===== src/ebcs_pkg.sv =====
// Purpose: Shared types and constants for the external bus cycle sequencer
// Assumes: One bus state per sys_clk period
// Notes:   Codes, states and carriers
package ebcs_pkg;

  // ----------------------------------------------------------------
  // Widths
  // ----------------------------------------------------------------
  localparam int ADDR_W = 24;
  localparam int DATA_W = 32;
  localparam int LINE_W = 128;

  // ----------------------------------------------------------------
  // Transfer size codes
  // ----------------------------------------------------------------
  localparam logic [1:0] SIZ_LONG = 2'h0;
  localparam logic [1:0] SIZ_BYTE = 2'h1;
  localparam logic [1:0] SIZ_WORD = 2'h2;
  localparam logic [1:0] SIZ_LINE = 2'h3;

  // ----------------------------------------------------------------
  // Port size codes
  // ----------------------------------------------------------------
  localparam logic [1:0] PORT_32 = 2'h0;
  localparam logic [1:0] PORT_8 = 2'h1;
  localparam logic [1:0] PORT_16 = 2'h2;

  // ----------------------------------------------------------------
  // Byte counts and line step
  // ----------------------------------------------------------------
  localparam logic [4:0] BYTES_BYTE = 5'h01;
  localparam logic [4:0] BYTES_WORD = 5'h02;
  localparam logic [4:0] BYTES_LONG = 5'h04;
  localparam logic [4:0] BYTES_LINE = 5'h10;
  localparam logic [19:0] LINE_STEP = 20'h0_0001;

  // ----------------------------------------------------------------
  // Sequencer states
  // ----------------------------------------------------------------
  typedef enum logic [8:0] {
    ST_IDLE = 9'h001,
    ST_PREP = 9'h002,
    ST_S0 = 9'h004,
    ST_S1 = 9'h008,
    ST_S2 = 9'h010,
    ST_S3 = 9'h020,
    ST_S4 = 9'h040,
    ST_S5 = 9'h080,
    ST_SB = 9'h100
  } ebcs_state_t;

  // ----------------------------------------------------------------
  // Carriers
  // ----------------------------------------------------------------
  typedef struct packed {
    logic [ADDR_W-1:0] addr;
    logic write;
    logic [1:0] siz;
    logic cache_inhibit;
    logic instr_fetch;
    logic [LINE_W-1:0] wdata;
  } ebcs_req_t;

  typedef struct packed {
    logic [1:0] port_size;
    logic read_burst_enable;
    logic write_burst_enable;
    logic internal_ack;
    logic [3:0] wait_states;
  } ebcs_cs_cfg_t;

  typedef struct packed {
    logic [ADDR_W-1:0] address;
    logic addr_drive;
    logic read_not_write;
    logic xfer_in_progress_n;
    logic transfer_start_n;
    logic [1:0] xfer_width_code;
    logic chip_select_n;
    logic [3:0] byte_lane_strobe_n;
    logic output_enable_n;
    logic [DATA_W-1:0] data_out;
    logic data_drive;
  } ebcs_bus_out_t;

  typedef struct packed {
    logic [DATA_W-1:0] data;
    logic [ADDR_W-1:0] addr;
    logic [1:0] siz;
    logic last;
  } ebcs_rd_t;

  typedef struct packed {
    ebcs_state_t st;
    logic clk_hi;
    ebcs_req_t op;
    logic [ADDR_W-1:0] start;
    logic [ADDR_W-1:0] laddr;
    logic [4:0] done;
    logic [4:0] total;
    logic line;
    logic burst;
    logic fixed;
    logic first;
    logic last;
    logic second_line;
    logic [2:0] chunk;
    logic [1:0] lane;
    logic [3:0] lanes;
    logic [1:0] siz_cur;
    logic [3:0] wait_cnt;
    ebcs_bus_out_t pins;
    logic rd_valid;
    ebcs_rd_t rd;
    logic addr_err;
  } ebcs_seq_t;

  // ----------------------------------------------------------------
  // Reset values
  // ----------------------------------------------------------------
  localparam ebcs_bus_out_t BUS_OUT_RESET = '{
    address: 24'h00_0000,
    addr_drive: 1'b0,
    read_not_write: 1'b1,
    xfer_in_progress_n: 1'b1,
    transfer_start_n: 1'b1,
    xfer_width_code: SIZ_LONG,
    chip_select_n: 1'b1,
    byte_lane_strobe_n: 4'hF,
    output_enable_n: 1'b1,
    data_out: 32'h0000_0000,
    data_drive: 1'b0
  };

  // Bytes per beat of a port
  function automatic logic [2:0] port_bytes(logic [1:0] port);
    case (port)
      PORT_8: port_bytes = 3'h1;
      PORT_16: port_bytes = 3'h2;
      default: port_bytes = 3'h4;
    endcase
  endfunction

endpackage


===== src/ebcs_two_entry_buf.sv =====
// Purpose: Two-entry request buffer
// Assumes: Single clock, async reset
// Notes:   Push refused only when full
`timescale 1ns/1ns
module ebcs_two_entry_buf #(
  parameter int W = 8
) (
  input wire logic sys_clk, // Clock
  input wire logic reset, // Async reset
  input wire logic in_valid, // Producer has a word
  output logic in_ready, // Room for a word
  input wire logic [W-1:0] in_data, // Word in
  output logic out_valid, // Word available
  input wire logic out_ready, // Consumer takes word
  output logic [W-1:0] out_data // Oldest word
);

  typedef struct packed {
    logic [W-1:0] e0;
    logic [W-1:0] e1;
    logic [1:0] cnt;
  } ebcs_buf_t;

  ebcs_buf_t s;
  ebcs_buf_t n;
  logic push;
  logic pop;

  assign in_ready = (s.cnt != 2'h2);
  assign out_valid = (s.cnt != 2'h0);
  assign out_data = s.e0;
  assign push = in_valid && in_ready;
  assign pop = out_valid && out_ready;

  always_comb begin
    n = s;
    if (pop) begin
      n.e0 = s.e1;
      n.cnt = n.cnt - 2'h1;
    end
    if (push) begin
      if (n.cnt == 2'h0) begin
        n.e0 = in_data;
      end else begin
        n.e1 = in_data;
      end
      n.cnt = n.cnt + 2'h1;
    end
  end

  always_ff @(posedge sys_clk or posedge reset) begin
    if (reset) begin
      s <= '0;
    end else begin
      s <= n;
    end
  end

endmodule // ebcs_two_entry_buf


===== src/ebcs_slicer.sv =====
// Purpose: Sizes one bus transfer of an operation
// Assumes: Lane mask bit 3 is data 31:24
// Notes:   Greedy largest aligned piece when not bursting
`timescale 1ns/1ns
module ebcs_slicer import ebcs_pkg::*; (
  input wire logic [1:0] lo, // Low address bits
  input wire logic [4:0] remain, // Bytes still to move
  input wire logic [1:0] port, // Port size code
  input wire logic burst, // Burst beats are port wide
  output logic [2:0] chunk, // Bytes this transfer
  output logic [1:0] siz, // Size code of the piece
  output logic [3:0] lanes, // Active byte lanes
  output logic [1:0] lane // First lane used
);

  logic [2:0] pb;

  assign pb = port_bytes(port);

  always_comb begin
    case (port)
      PORT_32: lane = lo;
      PORT_16: lane = {1'b0, lo[0]};
      default: lane = 2'h0;
    endcase
    if (burst) begin
      chunk = pb;
    end else if (lo[0] || remain < 5'h02 || pb == 3'h1) begin
      chunk = 3'h1;
    end else if (lo[1] || remain < 5'h04 || pb == 3'h2) begin
      chunk = 3'h2;
    end else begin
      chunk = 3'h4;
    end
    case (chunk)
      3'h1: begin
        siz = SIZ_BYTE;
        lanes = 4'h8 >> lane;
      end
      3'h2: begin
        siz = SIZ_WORD;
        lanes = 4'hC >> lane;
      end
      default: begin
        siz = SIZ_LONG;
        lanes = 4'hF;
      end
    endcase
  end

endmodule // ebcs_slicer


===== src/ebcs_sequencer.sv =====
// Purpose: External bus cycle sequencer, master side
// Assumes: Slave runs on bus_clock_out
// Notes:   One bus state per sys_clk period
`timescale 1ns/1ns
// Functional notes
// - Chip select, byte strobes and output enable negate entering S5.
// - Address, direction, in-progress and size release at the end of S5.
// - Write data stops being driven at the edge ending S5.
// - Acknowledge seen at end of S1 completes a two-clock cycle.
// - Internal acknowledge never produces a fast-terminated cycle.
// - Multi-transfer operations run back to back with in-progress held low, except between the two lines of a straddling read.
// - Back-to-back choice is internal; every cycle of a run has the direction of its one operation.
// - Burst when enabled and a line or aligned operation is wider than the port.
// - Bursts run 2-1-1-1; waits come from late or programmed acknowledge.
// - Size code shows whole-transfer size, unchanged over every burst beat.
// - Separate read-burst and write-burst enables per chip select control.
// - Inhibited line: line code first, then port sized; address per ack kind.
// - Line beats start at address bits 3:2 and wrap inside the line.
// - Line read beats captured at S4, then at each acknowledged return to S4 from SB, one per clock without waits.
// - Chip select held all burst; external ack keeps address fixed.
// - Write burst data advances at the same edge that registers each beat's acknowledge.
// - Misaligned cache-inhibited operands split into aligned transfers.
// - Odd instruction fetch address raises address error, no bus access.
// - Cacheable read operand straddling a line fills both lines.
// - No acknowledge by end of first clock inserts whole-clock waits.
// - S0 drives address, direction, in-progress, size and transfer start.
module ebcs_sequencer import ebcs_pkg::*; (
  input wire logic sys_clk, // 25 MHz clock
  input wire logic reset, // Async reset, active high
  input wire logic req_valid, // Operation offered
  output logic req_ready, // Buffer has room
  input wire ebcs_req_t req_data, // Operation
  input wire ebcs_cs_cfg_t chip_select_ctrl_reg, // Selected region setup
  input wire logic transfer_ack_n, // Slave acknowledge
  input wire logic [DATA_W-1:0] data_in, // Data bus level
  output logic bus_clock_out, // Bus clock
  output ebcs_bus_out_t bus, // Bus outputs and enables
  output logic rd_valid, // Read beat captured
  output ebcs_rd_t rd, // Captured read beat
  output logic addr_error // Odd instruction fetch
);

  // ----------------------------------------------------------------
  // Declarations
  // ----------------------------------------------------------------
  ebcs_seq_t s;
  ebcs_seq_t n;
  ebcs_cs_cfg_t cfg;
  logic buf_valid;
  logic buf_ready;
  ebcs_req_t buf_data;
  logic [2:0] sl_chunk;
  logic [1:0] sl_siz;
  logic [3:0] sl_lanes;
  logic [1:0] sl_lane;
  logic [4:0] remain;
  logic [4:0] ld_bytes;
  logic ld_mis;
  logic ld_cross;
  logic ld_burst_en;
  logic ack_in;
  logic ack;
  logic enter_s0;
  logic active;
  logic strobing;
  logic [LINE_W-1:0] op_image;

  assign cfg = chip_select_ctrl_reg;
  assign remain = s.total - s.done;

  // ----------------------------------------------------------------
  // Helpers
  // ----------------------------------------------------------------
  function automatic logic [4:0] size_bytes(logic [1:0] siz);
    case (siz)
      SIZ_BYTE: size_bytes = BYTES_BYTE;
      SIZ_WORD: size_bytes = BYTES_WORD;
      SIZ_LINE: size_bytes = BYTES_LINE;
      default: size_bytes = BYTES_LONG;
    endcase
  endfunction

  // Operand from the transfer start
  function automatic logic [LINE_W-1:0] operand(ebcs_req_t r, logic line,
                                                logic [1:0] first_word);
    logic [7:0] sh;
    sh = {1'b0, first_word, 5'h00};
    if (line) begin
      operand = (r.wdata << sh) | (r.wdata >> (8'h80 - sh));
    end else begin
      operand = {r.wdata[DATA_W-1:0], 96'h0};
    end
  endfunction

  // Next operand bytes on their lanes
  function automatic logic [DATA_W-1:0] bus_word(logic [LINE_W-1:0] img,
                                                 logic [4:0] done,
                                                 logic [1:0] lane);
    logic [LINE_W-1:0] t;
    t = img << {done, 3'h0};
    bus_word = t[LINE_W-1:LINE_W-DATA_W] >> {lane, 3'h0};
  endfunction

  // ----------------------------------------------------------------
  // Request buffer and transfer slicer
  // ----------------------------------------------------------------
  ebcs_two_entry_buf #(
    .W($bits(ebcs_req_t))
  ) u_req_buf (
    .sys_clk(sys_clk),
    .reset(reset),
    .in_valid(req_valid),
    .in_ready(req_ready),
    .in_data(req_data),
    .out_valid(buf_valid),
    .out_ready(buf_ready),
    .out_data(buf_data)
  );

  ebcs_slicer u_slicer (
    .lo(s.laddr[1:0]),
    .remain(remain),
    .port(cfg.port_size),
    .burst(s.burst),
    .chunk(sl_chunk),
    .siz(sl_siz),
    .lanes(sl_lanes),
    .lane(sl_lane)
  );

  // ----------------------------------------------------------------
  // Operation classification at load
  // ----------------------------------------------------------------
  assign ld_bytes = size_bytes(buf_data.siz);
  assign ld_mis = (buf_data.siz == SIZ_WORD && buf_data.addr[0]) ||
                  (buf_data.siz == SIZ_LONG && buf_data.addr[1:0] != 2'h0);
  assign ld_cross = !buf_data.cache_inhibit && !buf_data.write && ld_mis &&
                    ({1'b0, buf_data.addr[3:0]} + ld_bytes > BYTES_LINE);
  assign ld_burst_en = buf_data.write ? cfg.write_burst_enable
                                      : cfg.read_burst_enable;
  assign op_image = operand(s.op, s.line, s.start[3:2]);
  assign ack_in = cfg.internal_ack ? (s.wait_cnt == cfg.wait_states)
                                   : !transfer_ack_n;

  // ----------------------------------------------------------------
  // Next state
  // ----------------------------------------------------------------
  always_comb begin
    n = s;
    n.clk_hi = !s.clk_hi;
    n.rd_valid = 1'b0;
    n.addr_err = 1'b0;
    buf_ready = 1'b0;
    ack = 1'b0;
    case (s.st)
      ST_IDLE: begin
        if (s.clk_hi && s.second_line) begin
          n.start = {s.start[ADDR_W-1:4] + LINE_STEP, 4'h0};
          n.laddr = n.start;
          n.done = 5'h00;
          n.first = 1'b1;
          n.last = 1'b0;
          n.second_line = 1'b0;
          n.st = ST_PREP;
        end else if (s.clk_hi && buf_valid) begin
          buf_ready = 1'b1;
          if (buf_data.instr_fetch && buf_data.addr[0]) begin
            n.addr_err = 1'b1;
          end else begin
            n.op = buf_data;
            n.start = buf_data.addr;
            n.laddr = buf_data.addr;
            n.done = 5'h00;
            n.first = 1'b1;
            n.last = 1'b0;
            n.second_line = ld_cross;
            n.line = (buf_data.siz == SIZ_LINE) || ld_cross;
            if (ld_cross) begin
              n.op.siz = SIZ_LINE;
            end
            n.total = n.line ? BYTES_LINE : ld_bytes;
            n.burst = ld_burst_en && (n.total > {2'h0,
                      port_bytes(cfg.port_size)}) && (n.line || !ld_mis);
            n.fixed = (n.burst || n.line) && !cfg.internal_ack;
            n.st = ST_PREP;
          end
        end
      end
      ST_PREP: n.st = ST_S0;
      ST_S0: n.st = ST_S1;
      ST_S1: begin
        if (!cfg.internal_ack && !transfer_ack_n) begin
          ack = 1'b1;
          n.st = ST_S4;
        end else begin
          n.st = ST_S2;
        end
      end
      ST_S2: n.st = ST_S3;
      ST_S3: begin
        if (ack_in) begin
          ack = 1'b1;
          n.st = ST_S4;
        end else begin
          n.wait_cnt = s.wait_cnt + 4'h1;
          n.st = ST_S2;
        end
      end
      ST_S4: n.st = (s.burst && !s.last) ? ST_SB : ST_S5;
      ST_SB: begin
        if (ack_in) begin
          ack = 1'b1;
        end else begin
          n.wait_cnt = s.wait_cnt + 4'h1;
        end
        n.st = ST_S4;
      end
      ST_S5: n.st = s.last ? ST_IDLE : ST_S0;
      default: n.st = ST_IDLE;
    endcase

    // Beat acknowledged: capture, count, step
    if (ack) begin
      n.wait_cnt = 4'h0;
      if (!s.op.write) begin
        n.rd_valid = 1'b1;
        n.rd.data = data_in;
        n.rd.addr = s.laddr;
        n.rd.siz = s.siz_cur;
      end
      n.done = s.done + {2'h0, s.chunk};
      if (s.line) begin
        n.laddr = {s.laddr[ADDR_W-1:4],
                   s.laddr[3:0] + {1'b0, s.chunk}};
      end else begin
        n.laddr = s.laddr + {21'h00_0000, s.chunk};
      end
      n.last = (n.done >= s.total);
      n.rd.last = n.last && !s.second_line;
      if (s.burst && !n.last) begin
        n.pins.data_out = bus_word(op_image, n.done, s.lane);
        if (!s.fixed) begin
          n.pins.address = n.laddr;
        end
      end
    end

    // New transfer: latch its shape
    enter_s0 = (n.st == ST_S0) && (s.st != ST_S0);
    if (enter_s0) begin
      n.chunk = sl_chunk;
      n.lane = sl_lane;
      n.lanes = sl_lanes;
      n.wait_cnt = 4'h0;
      n.first = 1'b0;
      if (s.burst) begin
        n.siz_cur = s.op.siz;
      end else if (s.line && s.first) begin
        n.siz_cur = SIZ_LINE;
      end else begin
        n.siz_cur = sl_siz;
      end
      n.pins.address = s.fixed ? s.start : s.laddr;
      n.pins.data_out = bus_word(op_image, s.done, sl_lane);
    end

    // Pin levels follow the state being entered
    active = (n.st != ST_IDLE) && (n.st != ST_PREP);
    strobing = (n.st == ST_S1) || (n.st == ST_S2) || (n.st == ST_S3) ||
               (n.st == ST_S4) || (n.st == ST_SB);
    n.pins.addr_drive = active;
    n.pins.read_not_write = !s.op.write || !active;
    n.pins.xfer_in_progress_n = !active;
    n.pins.transfer_start_n = (n.st != ST_S0);
    n.pins.xfer_width_code = active ? n.siz_cur : SIZ_LONG;
    n.pins.chip_select_n = !strobing;
    n.pins.byte_lane_strobe_n = strobing ? ~n.lanes : 4'hF;
    n.pins.output_enable_n = !(strobing && !s.op.write);
    n.pins.data_drive = s.op.write && (strobing || n.st == ST_S5);
  end

  // ----------------------------------------------------------------
  // State register
  // ----------------------------------------------------------------
  always_ff @(posedge sys_clk or posedge reset) begin
    if (reset) begin
      s <= '0;
      s.st <= ST_IDLE;
      s.pins <= BUS_OUT_RESET;
    end else begin
      s <= n;
    end
  end

  // ----------------------------------------------------------------
  // Outputs
  // ----------------------------------------------------------------
  assign bus_clock_out = s.clk_hi;
  assign bus = s.pins;
  assign rd_valid = s.rd_valid;
  assign rd = s.rd;
  assign addr_error = s.addr_err;

endmodule // ebcs_sequencer


===== config.mk =====
export PLATFORM = sky130hd
export DESIGN_NAME = ebcs_sequencer
export DESIGN_NICKNAME = d
export VERILOG_FILES = /design/src/ebcs_pkg.sv /design/src/ebcs_two_entry_buf.sv /design/src/ebcs_slicer.sv /design/src/ebcs_sequencer.sv
export SDC_FILE = /design/constraint.sdc
export NUM_CORES = 2
export LEC_CHECK = 0
export BUFFER_PORTS_ARGS = -buffer_cell sky130_fd_sc_hd__buf_2
export CAP_MARGIN = 20
export CORE_MARGIN = 2
export CORE_UTILIZATION = 56
export CTS_CLUSTER_SIZE = 30
export DETAILED_ROUTE_END_ITERATION = 6
export PLACE_DENSITY_LB_ADDON = 0.25
export SLEW_MARGIN = 25
export SYNTH_ARGS = -nofsm -noshare
export SYNTH_HDL_FRONTEND = slang
export SYNTH_SLANG_ARGS = --single-unit

===== constraint.sdc =====
create_clock -name sys_clk -period 46.9 [get_ports sys_clk]
set_clock_uncertainty 0.15 [all_clocks]
set_input_delay 7.035 -clock sys_clk [delete_from_list [all_inputs] [get_ports sys_clk]]
set_output_delay 7.035 -clock sys_clk [all_outputs]
set_load 0.005 [all_outputs]

==> results.sh <==
export IMPL_grt_overflow_total=0
export IMPL_placed_cells=5813
export IMPL_cts_made_buffers=70
export IMPL_dp_hpwl_mm=138.2
export IMPL_setup_violations=0
export IMPL_clkLatencyLatePin_ns=0.68
export IMPL_powerDensity_nw_per_um2=89.02
export IMPL_cts_sinks=665
export IMPL_io_pins=334
export IMPL_ys_ff_latch=665
export IMPL_post_cts_buffers=0
export IMPL_grt_setup_unrepaired="false"
export IMPL_vias=42560
export IMPL_final_max_slew_viol_count=0
export IMPL_avgSynthCellArea_um2=8.917
export IMPL_layout_common_cells="nand2_1 (875), dfrtp_1 (651), o21ai_0 (339)"
export IMPL_insertedDiodeCount=0
export IMPL_p_switching_mw=2.175
export IMPL_p_leak_nw=20.59
export IMPL_drt_wl_total_mm=193.1
export IMPL_postCtsHoldBufs=0
export IMPL_ir_drop_mv=0.07382
export IMPL_cpMaxStageDelayCell="buf_4"
export IMPL_finalNetCount=5093
export IMPL_synth_ff_type="dfrtp_1"
export IMPL_start_util=0.5662
export IMPL_violations="design-rule violations"
export IMPL_layout_commonest_cell="nand2_1"
export IMPL_cts_tree="done"
export IMPL_min_path_cells=2
export IMPL_hold_class="reg2reg"
export IMPL_grt_pass1_wl_mm=278.0
export IMPL_setup_tns_ns=0
export IMPL_yosysSeqAreaShare=0.3866
export IMPL_synth_edf_count=0
export IMPL_postSynth_asyncResetShare=1.000
export IMPL_fp_row_count=101
export IMPL_vias_per_cell=7.160
export IMPL_antenna_found_initial=3
export IMPL_io_buffers=333
export IMPL_cp_cell_sequence="buf_2 -> nand2_1 -> nor2_4 -> buf_4 -> buf_4 -> mux2_2"
export IMPL_grt_usage=0.4784
export IMPL_synth_area_um2=43080
export IMPL_grt_pass1_vias=39770
export IMPL_cp_arrival_ns=10.12
export IMPL_slew_headroom=0.1761
export IMPL_clock_fmax_mhz=102.8
export IMPL_netSwitchingFraction=0.5176
export IMPL_cts_root_buf="clkbuf_16"
export IMPL_grt_max_degree=187
export IMPL_synth_nets=5065
export IMPL_fin_crit_ns=9.729
export IMPL_finalHoldViolations=0
export IMPL_cp_slowest_stage_delay_ns=0.81
export IMPL_clk_path_buf_depth=3
export IMPL_register_area_um2=16670
export IMPL_h_tree_depth=3
export IMPL_multi_input_area_um2=23910
export IMPL_clkTransAtPathRegs_ns=0.06
export IMPL_die_y_um=281.4
export IMPL_r2r_cells=12
export IMPL_outcome="finished, violations left"
export IMPL_routedWlPerCell_um=32.48
export IMPL_clkPwrFrac=0.140
export IMPL_syn_to_final_growth_pct=9.591
export IMPL_syn_inst=4831
export IMPL_drtIter0Drc=6638
export IMPL_critPathKind="in2reg"
export IMPL_finalNonFillerCells=5944
export IMPL_ant_nets=0
export IMPL_yosys_warnings=0
export IMPL_first_pass_iters=7
export IMPL_tightest_slew_ns=1.231
export IMPL_die_w_um=281.4
export IMPL_power_frac_comb=0.579
export IMPL_drc=5
export IMPL_drive_gt1_frac=0.1984
export IMPL_path_max_fanout=66
export IMPL_nFillCells=6454
export IMPL_worstPathRequired_ns=47.29
export IMPL_start_kind="input pin"
export IMPL_period_share=0.2074
export IMPL_cp_common_cell="buf_4"
export IMPL_cts_repair_resized=0
export IMPL_max_cap_violations=0
export IMPL_routabilityCongestion=1.073
export IMPL_dieArea_um2=79160
export IMPL_p_int_mw=2.027
export IMPL_core_um2=76080
export IMPL_ys_types=101
export IMPL_seqPwrFrac=0.281
export IMPL_critPathCaptureType="flip-flop"
## stage by stage
step                total power [mW]    util  hold WS (ns)  instance area [um^2]  setup WS, ns
finish                         4.203  0.6205        0.3057                 47210         37.17
global route                   4.349  0.6205        0.3141                 47210         37.00
CTS                            4.040  0.6190        0.3085                 47090         37.23
detailed placement             3.434  0.5869        0.3001                 44650         36.56
global placement               3.393  0.5867        0.2873                 44630         36.58
floorplan                      2.619       -        0.2757                 43080         21.09
## state kept, by name, indices dropped and copies added, names as in the netlist
register            cells
s                     218
u_req_buf.out_data    157
addr_error              1
u_req_buf.s           159
bus                    69
rd_valid                1
bus_clock_out           1
rd                     59
## synth_stat cells, types with 45 or more instances
cell	count	area, um^2
nand3_1	112	560.5
nor3_1	77	385.4
o211ai_1	49	367.9
buf_1	52	195.2
nand2_1	878	3296
a221oi_1	45	394.1
a21oi_1	152	760.7
dfrtp_1	655	16390
o21ai_0	343	1717
a22oi_1	61	457.9
nor2_1	297	1115
clkbuf_1	254	953.4
mux2i_1	305	3053
a211oi_1	53	397.9
buf_2	60	300.3
buf_4	132	991.0
mux2_2	277	3119
o22ai_1	99	619.3
## logic make-up (layout without fill, tap and decap cells)
| family | Yosys count | count (layout) | share of synthesized area |
|---|---|---|---|
| simple gates | 1643 | 1643 | 0.1688 |
| compound gates | 1284 | 1284 | 0.2061 |
| flops | 665 | 665 | 0.3866 |
| mux | 608 | 608 | 0.1560 |
| buf+inv | 549 | 632 | 0.06230 |
| xor+xnor | 50 | 50 | 0.01017 |
| fa+ha+maj | 32 | 32 | 0.009992 |
## power groups by stage
stage               Sequential [mW]  Combinational, mW  Clock, mW
floorplan                     0.990               1.63          0
global placement               1.15               2.24          0
detailed placement             1.16               2.27          0
CTS                            1.15               2.29      0.592
global route                   1.19               2.54      0.615
finish                         1.18               2.43      0.589
## worst max-delay path, delay by kind of cell
family,cells,cell delay [ns]
muxes,1,0.42
and+or+nand+nor,2,0.82
buffers and inverters,3,1.68
## per-layer routing
layer	up-vias	part of all wire	global-route usage
met4	8	0.060	0.2342
met2	3318	0.40	0.6589
li1	17670	-	-
met3	636	0.14	0.1704
met1	20930	0.39	0.6646
met5	-	0.00065	0.007326
## path summary, 6_finish.rpt
path	slack (ns)	end	from
worst min register to register	0.31	s[213]	u_req_buf.out_data[4]
max in group asynchronous	37.71	bus[13]	reset
worst max register to register	40.51	u_req_buf.out_data[80]	s[375]
worst min-delay path	0.31	s[213]	u_req_buf.out_data[4]
worst max-delay path	37.17	u_req_buf.s[34]	req_valid
min in group asynchronous	6.41	u_req_buf.out_data[61]	reset
## area by class of cell
cell class                 count  area share
clock inverter                31     0.01007
multi-input combinational   3617      0.5065
timing repair buffer         461     0.05775
tap                         1030     0.02730
sequential                   665      0.3530
clock buffer                  96     0.04172
inverter                      44    0.003658
Power figures use the tool's default switching activity.
